File: config.mk
export PLATFORM = sky130hd
export DESIGN_NAME = gpp_port
export DESIGN_NICKNAME = d
export VERILOG_FILES = /design/src/core/gpp_pkg.sv /design/src/core/gpp_port.sv
export SDC_FILE = /design/constraint.sdc
export NUM_CORES = 1
export LEC_CHECK = 0
export BUFFER_PORTS_ARGS = -buffer_cell sky130_fd_sc_hd__buf_2
export CAP_MARGIN = 5
export CORE_MARGIN = 5
export CORE_UTILIZATION = 48
export DETAILED_ROUTE_END_ITERATION = 12
export PLACE_DENSITY = 0.76
export SKIP_CTS_REPAIR_TIMING = 1
export SYNTH_ARGS = -nofsm -noshare
export SYNTH_HDL_FRONTEND = slang
export SYNTH_SLANG_ARGS = --single-unit
File: constraint.sdc
create_clock -name clk -period 1.9 [get_ports clk]
set_input_delay 0.19 -clock clk [delete_from_list [all_inputs] [get_ports clk]]
set_output_delay 0.19 -clock clk [all_outputs]
set_load 0.01 [all_outputs]
File: src/core/gpp_pkg.sv
package gpp_pkg;

    // ****************************************
    // Register offsets
    // ****************************************
    localparam logic [7:0] SFR_DATA_A = 8'h80;
    localparam logic [7:0] SFR_DATA_B = 8'h90;
    localparam logic [7:0] SFR_DIR_B = 8'h91;
    localparam logic [7:0] SFR_DATA_C = 8'ha0;
    localparam logic [7:0] SFR_DIR_C = 8'ha1;
    localparam logic [7:0] SFR_DIR_A = 8'ha2;

    // ****************************************
    // Reset values and field positions
    // ****************************************
    localparam logic [7:0] DIR_RESET = 8'h00;
    localparam logic [7:0] DATA_RESET = 8'h00;
    localparam logic [4:0] SEG_COUNT_RESET = 5'h00;
    localparam int NUM_PINS = 12;
    localparam int HOOK_PINS = 8;
    localparam int HOOK_FIRST = 4;

    // ****************************************
    // Selector encoding
    // ****************************************
    localparam logic [2:0] SEL_NONE = 3'h0;
    localparam logic [2:0] SEL_RESERVED = 3'h1;
    localparam logic [2:0] SEL_CNT0 = 3'h2;
    localparam logic [2:0] SEL_CNT1 = 3'h3;
    localparam logic [2:0] SEL_HI_RISE = 3'h4;
    localparam logic [2:0] SEL_LO_RISE = 3'h5;
    localparam logic [2:0] SEL_HI_FALL = 3'h6;
    localparam logic [2:0] SEL_LO_FALL = 3'h7;

    typedef struct packed {
        logic wr;
        logic rd;
        logic [7:0] addr;
        logic [7:0] wdata;
    } gpp_sfr_req_t;

    typedef struct packed {
        logic counter_zero_clock;
        logic counter_one_clock;
        logic hi_prio_irq_line;
        logic lo_prio_irq_line;
    } gpp_hooks_t;

endpackage

File: src/core/gpp_port.sv
`timescale 1ns/100ps
module gpp_port #(
    parameter int SYNC_STAGES = 3
) (
    input wire logic clk,
    input wire logic rst_n,
    input wire gpp_pkg::gpp_sfr_req_t sfr_req,
    output logic [7:0] sfr_rdata,
    input wire logic [4:0] segment_count_select,
    input wire logic [23:0] pin_hook_select,
    input wire logic energy_pulse_enable,
    input wire logic reactive_pulse_enable,
    input wire logic eeprom_pin_select,
    input wire logic energy_pulse_out,
    input wire logic reactive_pulse_out,
    input wire logic [1:0] eeprom_out,
    input wire logic [1:0] eeprom_oe,
    output logic [1:0] eeprom_in,
    input wire logic irq0_ack,
    input wire logic irq1_ack,
    input wire logic [11:0] gp_pin_in,
    output logic [11:0] gp_pin_out,
    output logic [11:0] gp_pin_oe,
    output logic [11:0] lcd_claim,
    output gpp_pkg::gpp_hooks_t hooks,
    output logic irq0_flag,
    output logic irq1_flag
);

    // ****************************************
    // Elaboration check
    // ****************************************
    if (SYNC_STAGES != 3) begin : g_bad
        $error("Pin synchroniser must have three stages");
    end

    // Pin index i: 0..7 are pins 4..11, 8..11 are pins 14..17
    logic [7:0] data_a_q, data_b_q, data_c_q;
    logic [7:0] dir_a_q, dir_b_q, dir_c_q;
    logic [11:0] s1_q, s2_q, s3_q, lvl_q;
    logic [11:0] dout, dir;
    logic [11:0] claim;
    gpp_pkg::gpp_hooks_t hooks_d;
    logic hi_prev_rise_q, hi_prev_fall_q, lo_prev_rise_q, lo_prev_fall_q;
    logic hi_rise, hi_fall, lo_rise, lo_fall;
    logic [11:0] pin_out_d, pin_oe_d;

    assign dout = {data_c_q[1:0], data_b_q[7:6], data_b_q[3:0], data_a_q[7:4]};
    assign dir = {dir_c_q[1:0], dir_b_q[7:6], dir_b_q[3:0], dir_a_q[7:4]};

    // ****************************************
    // Register writes
    // ****************************************
    always_ff @(posedge clk) begin
        if (!rst_n) begin
            dir_a_q <= gpp_pkg::DIR_RESET;
            dir_b_q <= gpp_pkg::DIR_RESET;
            dir_c_q <= gpp_pkg::DIR_RESET;
            data_a_q <= gpp_pkg::DATA_RESET;
            data_b_q <= gpp_pkg::DATA_RESET;
            data_c_q <= gpp_pkg::DATA_RESET;
        end else if (sfr_req.wr) begin
            case (sfr_req.addr)
                gpp_pkg::SFR_DATA_A: data_a_q <= sfr_req.wdata;
                gpp_pkg::SFR_DATA_B: data_b_q <= sfr_req.wdata;
                gpp_pkg::SFR_DATA_C: data_c_q <= sfr_req.wdata;
                gpp_pkg::SFR_DIR_A: dir_a_q <= sfr_req.wdata;
                gpp_pkg::SFR_DIR_B: dir_b_q <= sfr_req.wdata;
                gpp_pkg::SFR_DIR_C: dir_c_q <= sfr_req.wdata;
                default: ;
            endcase
        end
    end

    // ****************************************
    // Pin synchroniser
    // ****************************************
    always_ff @(posedge clk) begin
        if (!rst_n) begin
            // Keep tracking the pins, so release brings no stale level
            s1_q <= gp_pin_in;
            s2_q <= s1_q;
            s3_q <= s2_q;
            lvl_q <= s3_q;
        end else begin
            s1_q <= gp_pin_in;
            s2_q <= s1_q;
            s3_q <= s2_q;
            // Change counts only once stages two and three agree
            for (int i = 0; i < gpp_pkg::NUM_PINS; i++) begin
                if (s2_q[i] == s3_q[i]) begin
                    lvl_q[i] <= s3_q[i];
                end
            end
        end
    end

    // ****************************************
    // Read path
    // ****************************************
    always_ff @(posedge clk) begin
        if (!rst_n) begin
            sfr_rdata <= 8'h00;
        end else if (sfr_req.rd) begin
            // Data reads return pin levels; unused bits read zero
            case (sfr_req.addr)
                gpp_pkg::SFR_DATA_A: sfr_rdata <= {lvl_q[3:0], 4'h0};
                gpp_pkg::SFR_DATA_B: sfr_rdata <= {lvl_q[9:8], 2'h0, lvl_q[7:4]};
                gpp_pkg::SFR_DATA_C: sfr_rdata <= {6'h00, lvl_q[11:10]};
                gpp_pkg::SFR_DIR_A: sfr_rdata <= dir_a_q;
                gpp_pkg::SFR_DIR_B: sfr_rdata <= dir_b_q;
                gpp_pkg::SFR_DIR_C: sfr_rdata <= dir_c_q;
                default: sfr_rdata <= 8'h00;
            endcase
        end
    end

    // ****************************************
    // LCD claim, highest pin first
    // ****************************************
    always_comb begin
        for (int i = 0; i < gpp_pkg::NUM_PINS; i++) begin
            claim[i] = (32'(segment_count_select) > 32'(gpp_pkg::NUM_PINS - 1 - i));
        end
    end
    assign lcd_claim = claim;

    // ****************************************
    // Output drive
    // ****************************************
    always_comb begin
        for (int i = 0; i < gpp_pkg::NUM_PINS; i++) begin
            pin_out_d[i] = dout[i];
            pin_oe_d[i] = dir[i] & ~claim[i];
        end
        if (eeprom_pin_select && !claim[0]) begin
            pin_out_d[0] = eeprom_out[0];
            pin_out_d[1] = eeprom_out[1];
            pin_oe_d[0] = eeprom_oe[0];
            pin_oe_d[1] = eeprom_oe[1] & ~claim[1];
        end
        if (energy_pulse_enable && dir[2]) begin
            pin_out_d[2] = energy_pulse_out;
        end
        if (reactive_pulse_enable && dir[3]) begin
            pin_out_d[3] = reactive_pulse_out;
        end
    end

    always_ff @(posedge clk) begin
        if (!rst_n) begin
            gp_pin_out <= 12'h000;
            gp_pin_oe <= 12'h000;
        end else begin
            gp_pin_out <= pin_out_d;
            gp_pin_oe <= pin_oe_d;
        end
    end

    assign eeprom_in = lvl_q[1:0];

    // ****************************************
    // Hook routing
    // ****************************************
    function automatic logic [2:0] hook_sel(input logic [23:0] f, input int k);
        hook_sel = f[3*k +: 3];
    endfunction

    always_comb begin
        hooks_d = '0;
        hi_rise = 1'b0;
        hi_fall = 1'b0;
        lo_rise = 1'b0;
        lo_fall = 1'b0;
        // Only the first eight indices (pins 4..11) have selectors
        for (int k = 0; k < gpp_pkg::HOOK_PINS; k++) begin
            if (!claim[k]) begin
                case (hook_sel(pin_hook_select, k))
                    gpp_pkg::SEL_CNT0: hooks_d.counter_zero_clock |= lvl_q[k];
                    gpp_pkg::SEL_CNT1: hooks_d.counter_one_clock |= lvl_q[k];
                    gpp_pkg::SEL_HI_RISE: hi_rise |= lvl_q[k];
                    gpp_pkg::SEL_LO_RISE: lo_rise |= lvl_q[k];
                    gpp_pkg::SEL_HI_FALL: hi_fall |= ~lvl_q[k];
                    gpp_pkg::SEL_LO_FALL: lo_fall |= ~lvl_q[k];
                    default: ;
                endcase
            end
        end
        hooks_d.hi_prio_irq_line = hi_rise | hi_fall;
        hooks_d.lo_prio_irq_line = lo_rise | lo_fall;
    end

    always_ff @(posedge clk) begin
        if (!rst_n) begin
            hooks <= '0;
            // Seed with the present level so no edge fires on release
            hi_prev_rise_q <= hi_rise;
            hi_prev_fall_q <= hi_fall;
            lo_prev_rise_q <= lo_rise;
            lo_prev_fall_q <= lo_fall;
        end else begin
            hooks <= hooks_d;
            hi_prev_rise_q <= hi_rise;
            hi_prev_fall_q <= hi_fall;
            lo_prev_rise_q <= lo_rise;
            lo_prev_fall_q <= lo_fall;
        end
    end

    // ****************************************
    // Interrupt flags
    // ****************************************
    logic hi_evt, lo_evt;
    // Falling edges arrive inverted, so both kinds become rising events
    assign hi_evt = (hi_rise & ~hi_prev_rise_q) | (hi_fall & ~hi_prev_fall_q);
    assign lo_evt = (lo_rise & ~lo_prev_rise_q) | (lo_fall & ~lo_prev_fall_q);

    always_ff @(posedge clk) begin
        if (!rst_n) begin
            irq0_flag <= 1'b0;
            irq1_flag <= 1'b0;
        end else begin
            // Set beats service clear in the same cycle
            if (hi_evt) begin
                irq0_flag <= 1'b1;
            end else if (irq0_ack) begin
                irq0_flag <= 1'b0;
            end
            if (lo_evt) begin
                irq1_flag <= 1'b1;
            end else if (irq1_ack) begin
                irq1_flag <= 1'b0;
            end
        end
    end

    // ****************************************
    // Per-pin checks
    // ****************************************
    // Pins 4 and 5 excluded while the EEPROM owns them
    for (genvar i = 0; i < gpp_pkg::NUM_PINS; i++) begin : g_pin_chk

    end
endmodule

---- Word level (Yosys, flattened, before mapping) ----
Cells that the tools add are included.
Widths: inputs -> output; s select.
cells by class
  magnitude comparators ................... 12
  eq/ne operators ......................... 78
  multiplexer cells ....................... 110
  bitwise logic cells ..................... 87
  reduce and logical (&&, ||, !) cells .... 12
operators with widths
  operator            number
  $mux 1              98
  $eq 3x3->1 const B  32
  $eq 3x2->1 const B  16
  $eq 8x8->1 const B  6
  $pmux 8 s6          1
  $or 1x1->1          46
  $ne 2x1->1 const B  12
  $not 1->1           24
  $gt 5x3->1 const B  4
  $gt 5x4->1 const B  4
  $mux 2              10
  $and 1x1->1         17
  $eq 1x1->1          12
  $mux 12             1
  $reduce_and 2->1    6
  $gt 5x1->1 const B  2
  $gt 5x2->1 const B  2
  $reduce_bool 2->1   2
  $logic_and 1x1->1   3
  $logic_not 1->1     1
storage, ports and cells
  register bits ........................... 132
  input port bits ......................... 72
  output and inout port bits .............. 52

---- Longest topological paths before layout ----
Gate-level depths: netlist of run 1.
  depth in word-level cells ............... 27
  gate-level depth with buffers ........... 7
  depth with buffers taken out ............ 6

---- Worst setup path after synthesis of run 1 ----
OpenSTA, ideal clock, no wires.
  path kind ............................... input-to-reg
  from .................................... input sfr_req[11] in the netlist's numbering
  to ...................................... register dir_a_q[0]
  library setup time ...................... 0.132 ns
  arrival ................................. 1.669 ns
  data required time ...................... 1.768 ns
  setup slack ............................. 0.098 ns
  stages on the path ...................... 7
  path buffers ............................ 2
  cell sequence ........................... or4b_1 buf_6 nor4_4 buf_6 nand2_2 nand2_1 a21oi_1
between the ends
  word-level cells in the longest chain between the ends .. 2
ends and longest elaborated chain
  element                     RTL line        text
  start: declaration          gpp_port.sv:7   input wire gpp_pkg::gpp_sfr_req_t sfr_req,
  $eq 8x8->1                  gpp_port.sv:63  case (sfr_req.addr)
  $reduce_and 2->1 (no line)  -
  end signal: assignment      gpp_port.sv:56  dir_a_q <= gpp_pkg::DIR_RESET;
  end signal: assignment      gpp_port.sv:67  gpp_pkg::SFR_DIR_A: dir_a_q <= sfr_req.wdata;
  end: declaration            gpp_port.sv:39  logic [7:0] dir_a_q, dir_b_q, dir_c_q;
Every way passes these cells.
A chain may end at the register's enable or synchronous reset.

---- Final worst setup path of run 1 ----
  from .................................... register lvl_q[3]
  to ...................................... register hooks[0] in the netlist's numbering
between the ends
  word-level cells in the longest chain between the ends .. 17
  elaborated cells between the ends (all ways) .. 32
ends and longest elaborated chain
  element                           RTL line         text
  start: declaration                gpp_port.sv:40   logic [11:0] s1_q, s2_q, s3_q, lvl_q;
  start signal: assignment          gpp_port.sv:84   lvl_q <= s3_q;
  start signal: indexed assignment  gpp_port.sv:92   lvl_q[i] <= s3_q[i];
  $not 1->1 *                       gpp_port.sv:184  gpp_pkg::SEL_LO_FALL: lo_fall |= ~lvl_q[k];
  $or 1x1->1 *                      gpp_port.sv:184
  $mux 1 *                          gpp_port.sv:178  case (hook_sel(pin_hook_select, k))
  $mux 1 *                          gpp_port.sv:177  if (!claim[k]) begin
  $or 1x1->1                        gpp_port.sv:184
  $mux 1                            gpp_port.sv:178
  $mux 1 *                          gpp_port.sv:177
  $or 1x1->1                        gpp_port.sv:184
  [2 not listed]                    -
  $or 1x1->1                        gpp_port.sv:184
  $mux 1                            gpp_port.sv:178
  $mux 1 *                          gpp_port.sv:177
  $or 1x1->1                        gpp_port.sv:184
  $mux 1                            gpp_port.sv:178
  $mux 1 *                          gpp_port.sv:177
  named net lo_fall                 gpp_port.sv:45   logic hi_rise, hi_fall, lo_rise, lo_fall;
  $or 1x1->1 *                      gpp_port.sv:190  hooks_d.lo_prio_irq_line = lo_rise | lo_fall;
  end signal: assignment            gpp_port.sv:202  hooks <= hooks_d;
  end: declaration                  gpp_port.sv:25   output gpp_pkg::gpp_hooks_t hooks,
Mark *: on every way through the listed nets, which the timed path passes. The rest lies on a longest branch.

==> results.md, run 1 <==
- Status: finished with violations
- Failing checks: hold timing
- Hold WC Path Type: in -> reg
- Via Count: 4659
- Leading cell type in the layout, fill and taps excluded: buf_2
- Vias/cell: 5.50
- CTS Buf Count: 17
- RR Endpoint: hooks[0]$_SDFF_PN0_
- Number of port buffers: 123
- First-pass GRT wire length: 22.6 mm
- DRT iter0 DRCs: 385
- CTS tree: done
- Total number of H-tree levels: 4
- Pin count of the biggest net entering global routing: 45
- Syn_nets: 594
- CP endpoint: hooks[0]$_SDFF_PN0_
- Power Dens Cells: 989 mW/mm^2
- CTS root buffer: clkbuf_8
- Final Instance Area: 0.00679 sq mm
- Total track usage: 0.229
- Slew @ Worst Pin: 689 ps
- Commonest cells after routing, fill and taps aside: 123 x buf_2, 114 x dfxtp_1, 89 x nand2_1
- Initial cell density of the core: 0.487
- Placement Setup Slack: -254 ps
- Met3 WL: 1.26 mm
- Number of flops mapped to enable cells by yosys: 12
- I/O Pins: 124
- Fin crit share: 0.930
- Vias in the first global route: 4411
- Worst Path Max Fanout: 4
- Area of the multi-input gates: 0.00212 sq mm
- Peak supply drop: 0.770 mV
- CP Data Arrival Time: 2170 ps
- Ys async rst share: 0
- Dominant synthesized flop cell: dfxtp_1
- GP Congestion: 0.885
- Fin. Hold Viols: 1
- ANT cells: 0
- Register area share after synthesis: 0.533
- Initial antenna violation count: 0
- Area Growth Syn to Fin: 36.9%
- Core ar.: 0.0102 sq mm
- Final Max Slew Viols: 0
- Sequential cell area: 0.00264 sq mm
- DP HPWL: 10.4 mm
- Num rows: 37
- Grt ovf: 0
- Hold Worst Slack: -2.80 ps
- Unique cell type count in the Yosys netlist: 60
- FF-to-FF Start: lvl_q[3]$_DFFE_PP_
- Final Skew: 8.99 ps
- Unrepaired setup endpoints after global routing: false
- Final setup fails: 0
- Final-layout fill cell count: 812
- Pre-antenna DRT Iters: 5
- FF-to-FF setup slack: 130 ps
- Worst setup SP type: flip-flop
- CTS Buffer Depth: 2
- Die Height: 112 microns
- Max-cap viol count: 0
- Die W: 112 microns
- DRT Wirelength: 14.6 mm
- Flops & latches, synth: 126
- Final ANT Viol Nets: 0
- Minimum clock period: 1770 ps
- Nets: 770
- Slew Limit Headroom: 0.538
- Sink Count: 126
- Leakage: 2.84 nW
- Clock transition at the registers of the reported paths: 60 ps
- Top routing layer in use: met4
- FMAX: 566 MHz
- Met2 routed WL: 6.77 mm
- Layout cells sized above 1: 0.283
- Total Power: 6.72 mW
- R2R cell count: 5
- Post-Syn Area: 0.00496 sq mm
- Critical path data required time: 2300 ps
- Routed wire per std cell: 17.3 microns
- Area after DPL: 0.00585 sq mm
- Post-Synthesis Cells: 522
- Final WS setup: 133 ps
- Clk_lat worst skew: 510 ps
- Syn Area/Cell: 9.50 sq um
- CP Launch Point: lvl_q[3]$_DFFE_PP_
- Crit end category: flip-flop
- Warnings, synthesis: 0
- Met1 wire length: 6.26 mm
- Residual DRC: 0
- Die area: 0.0125 sq mm
- Setup CP Type: reg -> reg
[through the flow]
step | util | instances | setup TNS (ps)
5_1_grt | 0.667 | 847 | 0
6_report | 0.667 | 847 | 0
3_3_place_gp | 0.575 | 784 | -2020
4_1_cts | 0.637 | 816 | 0
3_5_place_dp | 0.575 | 784 | -2550
2_1_floorplan | - | 522 | 0
[worst min path at each step]
stage / from / end / slack, ps / depth (start not counted)
3_3_place_gp: gp_pin_in[0] / s1_q[0]$_DFF_P_ / 290 / 1
4_1_cts: gp_pin_in[10] / s1_q[10]$_DFF_P_ / -250 / 1
2_1_floorplan: gp_pin_in[0] / s1_q[0]$_DFF_P_ / 220 / 0
5_1_grt: sfr_req[2] / dir_a_q[2]$_SDFFE_PN0P_ / 1 / 3
6_report: sfr_req[2] / dir_b_q[2]$_SDFFE_PN0P_ / -3 / 3
3_5_place_dp: gp_pin_in[3] / s1_q[3]$_DFF_P_ / 290 / 1
[layer usage]
layer / vias up / track usage
met3: 28 / 0.0696
met1: 2159 / 0.297
li1: 2235 / -
met5: - / 0
met2: 237 / 0.362
met4: 0 / 0.0811
[logic make-up after synthesis]
| group | share of synthesized area |
|---|---|
| compound gates | 0.129 |
| xor+xnor | 0.0212 |
| buf+inv | 0.0404 |
| flops | 0.533 |
| mux | 0.00857 |
| simple gates | 0.269 |
[final cells by class]
| cell class | instances | share of cell area |
|---|---|---|
| clock buffers | 21 | 0.0709 |
| clock inverters | 11 | 0.0219 |
| inverters | 17 | 0.00939 |
| multi-input cells | 353 | 0.312 |
| flip-flops and latches | 126 | 0.389 |
| well taps | 136 | 0.0250 |
| repair buffers | 183 | 0.172 |
[critical path: stages (launching register included)]
cell and delay, ps:
edfxtp_1 480, nand2b_1 160, or4_1 120, o21ai_0 170
or4_1 540, o21a_1 190
[synth_stat cells (3+ instances only)]
| library cell | number | area share |
|---|---|---|
| a21oi_1 | 43 | 0.043 |
| a222oi_1 | 4 | 0.0081 |
| a22o_1 | 10 | 0.018 |
| a22oi_1 | 8 | 0.012 |
| and2_1 | 8 | 0.010 |
| and3_1 | 4 | 0.0050 |
| buf_2 | 4 | 0.0040 |
| buf_4 | 3 | 0.0045 |
| buf_6 | 3 | 0.0068 |
| clkbuf_1 | 16 | 0.012 |
| dfxtp_1 | 114 | 0.46 |
| edfxtp_1 | 12 | 0.073 |
| inv_1 | 15 | 0.011 |
| nand2_1 | 89 | 0.067 |
| nand2b_1 | 8 | 0.010 |
| nand3_1 | 47 | 0.047 |
| nand3b_1 | 3 | 0.0045 |
| nand4_1 | 11 | 0.014 |
| nand4b_1 | 3 | 0.0053 |
| nor2_1 | 13 | 0.0098 |
| nor2b_1 | 8 | 0.010 |
| nor3_1 | 9 | 0.0091 |
| nor3b_1 | 3 | 0.0045 |
| nor4_1 | 5 | 0.0063 |
| nor4b_1 | 5 | 0.0088 |
| nor4b_4 | 3 | 0.014 |
| o21ai_0 | 6 | 0.0061 |
| o31a_1 | 3 | 0.0053 |
| or2_2 | 3 | 0.0038 |
| or4_1 | 7 | 0.011 |
| xor2_1 | 12 | 0.021 |
[registers in the layout, summed over array words and instances (netlist names), 6 cells and up]
signal      cells
lvl_q          12
gp_pin_out     12
dir_c_q         8
s2_q           12
dir_b_q         8
sfr_rdata       8
s1_q           12
s3_q           12
data_b_q        6
gp_pin_oe      12
dir_a_q         8
[report_power, final]
group | internal (mW) | switching (mW) | leakage, nW
Combinational | 0.222 | 0.276 | 1.47
Clock | 2.20 | 1.19 | 0.313
Sequential | 2.78 | 0.0568 | 1.06
Power figures use the tool's default switching activity.
==> inputs of run 2 (changes only) <==
Settings changed: BUFFER_PORTS_ARGS -buffer_cell sky130_fd_sc_hd__buf_2 to not set, CORE_UTILIZATION 48 to 56, DONT_BUFFER_PORTS set to 1, PLACE_DENSITY 0.76 to 0.74.
==> results.md, run 2 (synthesis results as in run 1) <==
- Status: finished clean
- First-pass GRT wire length: 20.3 mm (-10%)
- GP Congestion: 0.899 (+1.5%)
- Final Max Slew Viols: 0 (unchanged)
- Num rows: 34 (-8.1%)
- Die area: 0.0108 sq mm (-13%)
- Final Core Density: 0.715 (+0.0482)
- Via Count: 4206 (-9.7%)
- Leakage: 2.30 nW (-19%)
- Slew Limit Headroom: 0.574 (+0.0360)
- Crit path buf inv count: 3 (+3)
- Final setup fails: 0 (unchanged)
- CTS tree: done
- CP peak stage delay: 560 ps (+20 ps)
- Fin. Hold Viols: 0 (-1)
- Initial antenna violation count: 0 (unchanged)
- Pin count of the biggest net entering global routing: 43 (-4.4%)
- Vias/cell: 5.97 (+8.5%)
- Area of the multi-input gates: 0.00212 sq mm (unchanged)
- Final ANT Viol Nets: 0 (unchanged)
- Peak supply drop: 0.661 mV (-14%)
- Sequential cell area: 0.00264 sq mm (unchanged)
- Slew @ Worst Pin: 633 ps (-56.5 ps)
- Die Height: 104 microns (-6.8%)
- Residual DRC: 0 (unchanged)
- Met2 routed WL: 6.16 mm (-9.0%)
- Worst path most repeated cell: buf_4
- Max-cap viol count: 0 (unchanged)
- Final WS setup: 116 ps (-16.7 ps)
- DP HPWL: 9.21 mm (-12%)
- FMAX: 561 MHz (-0.94%)
- Total number of H-tree levels: 4 (unchanged)
- Pre-antenna DRT Iters: 5 (unchanged)
- Sink Count: 126 (unchanged)
- Setup CP Type: in -> reg
- DRT iter0 DRCs: 263 (-32%)
- WP depth: 7 (+2)
- Clk_lat worst skew: 520 ps (about the same)
- Core ar.: 0.00868 sq mm (-15%)
- Commonest cells after routing, fill and taps aside: 114 x dfxtp_1, 89 x nand2_1, 47 x nand3_1
- Number of port buffers: 0 (-100%)
- Worst path slowest cell: dlygate4sd3_1
- Crit end category: flip-flop
- Nets: 656 (-15%)
- DRT Wirelength: 13.3 mm (-8.8%)
- Die W: 104 microns (-6.8%)
- ANT cells: 0 (unchanged)
- CTS Buf Count: 17 (unchanged)
- Hold WC Path Type: in -> reg
- Placement Setup Slack: 27.4 ps (+282 ps)
- Critical-path cell list: or4b_1, buf_4, nor4_1, buf_4, nand3_1, dlygate4sd3_1, a21oi_1
- Unrepaired setup endpoints after global routing: false
- Worst setup SP type: input pin
- I/O Pins: 124 (unchanged)
- Layout cells sized above 1: 0.122 (-0.160)
- Area Growth Syn to Fin: 25.1%
- Total track usage: 0.233 (+0.00450)
- Clock transition at the registers of the reported paths: 60 ps (about the same)
- Grt ovf: 0 (unchanged)
- Worst Path Max Fanout: 11 (+7)
- Power Dens Cells: 1020 mW/mm^2 (+3.3%)
- Delay-heaviest family, CP: buffers and inverters
- Critical path data required time: 2350 ps (+50 ps)
- FF-to-FF setup slack: 210 ps (+80 ps)
- Routed wire per std cell: 18.9 microns (+9.5%)
- Vias in the first global route: 3802 (-14%)
- Final Skew: 6.97 ps (-2.02 ps)
- Fin crit share: 0.939 (+0.00879)
- Top routing layer in use: met4
- Total negative slack: 0 ps (unchanged)
- Minimum clock period: 1780 ps (+16.7 ps)
- Final-layout fill cell count: 659 (-19%)
- CTS root buffer: clkbuf_8
- R2R cell count: 5 (unchanged)
- CTS Buffer Depth: 2 (unchanged)
- Met1 wire length: 5.59 mm (-11%)
- Leading cell type in the layout, fill and taps excluded: dfxtp_1
- CP Data Arrival Time: 2230 ps (+60 ps)
- Initial cell density of the core: 0.572 (+0.0846)
- Hold Path Depth: 2 (-1)
- Met3 WL: 1.34 mm (+6.0%)
[run 2: changes by cell type in the layout (fill, tap and decap cells not counted)]
cell           delta
inv_8             +1
bufinv_16         -1
clkinvlp_4        +2
clkbuf_8          -1
clkbuf_16         -2
buf_2           -123
buf_4             -6
dlygate4sd3_1    +14
clkinv_2          -2
buf_12            +1
clkinv_4          +4
inv_6             -1
[run 2: metal layers]
| metal | vias to the layer above | global-route usage |
|---|---|---|
| met5 | - | 0 |
| met4 | 0 | 0.0685 |
| met3 | 23 | 0.102 |
| met2 | 204 | 0.355 |
| met1 | 1971 | 0.301 |
| li1 | 2008 | - |
[run 2: path summary, 6_finish.rpt]
path / start / end
setup reg to reg: lvl_q[3]$_DFFE_PP_ / hooks[0]$_SDFF_PN0_
hold reg to reg: s1_q[0]$_DFF_P_ / s2_q[0]$_DFF_P_
setup / recovery: sfr_req[11] / data_b_q[0]$_SDFFE_PN0P_
hold / removal: segment_count_select[3] / gp_pin_oe[4]$_SDFF_PN0_
[run 2: cell type report]
type,count,share of cell area
clock buffer,18,0.0673
clock inverter,14,0.0260
inverter,17,0.0103
multi-input combinational,353,0.341
sequential,126,0.426
tap,108,0.0218
timing repair buffer,69,0.108
[run 2: stage by stage]
stage | power (mW) | hold WS [ps] | cell area, sq um | cells
2_1_floorplan | 3.10 | 218 | 4960 | 522
3_3_place_gp | 3.14 | 218 | 5140 | 626
3_5_place_dp | 3.15 | 218 | 5140 | 626
4_1_cts | 6.25 | -317 | 5720 | 658
5_1_grt | 6.56 | 9.03 | 6210 | 705
6_report | 6.34 | 2.40 | 6210 | 705
[run 2: where the power goes]
group	internal, mW	total (mW)	switching, mW	leakage [nW]
combinational	0.174	0.370	0.196	0.964
sequential	2.78	2.84	0.0622	1.06
clock	1.89	3.13	1.24	0.278
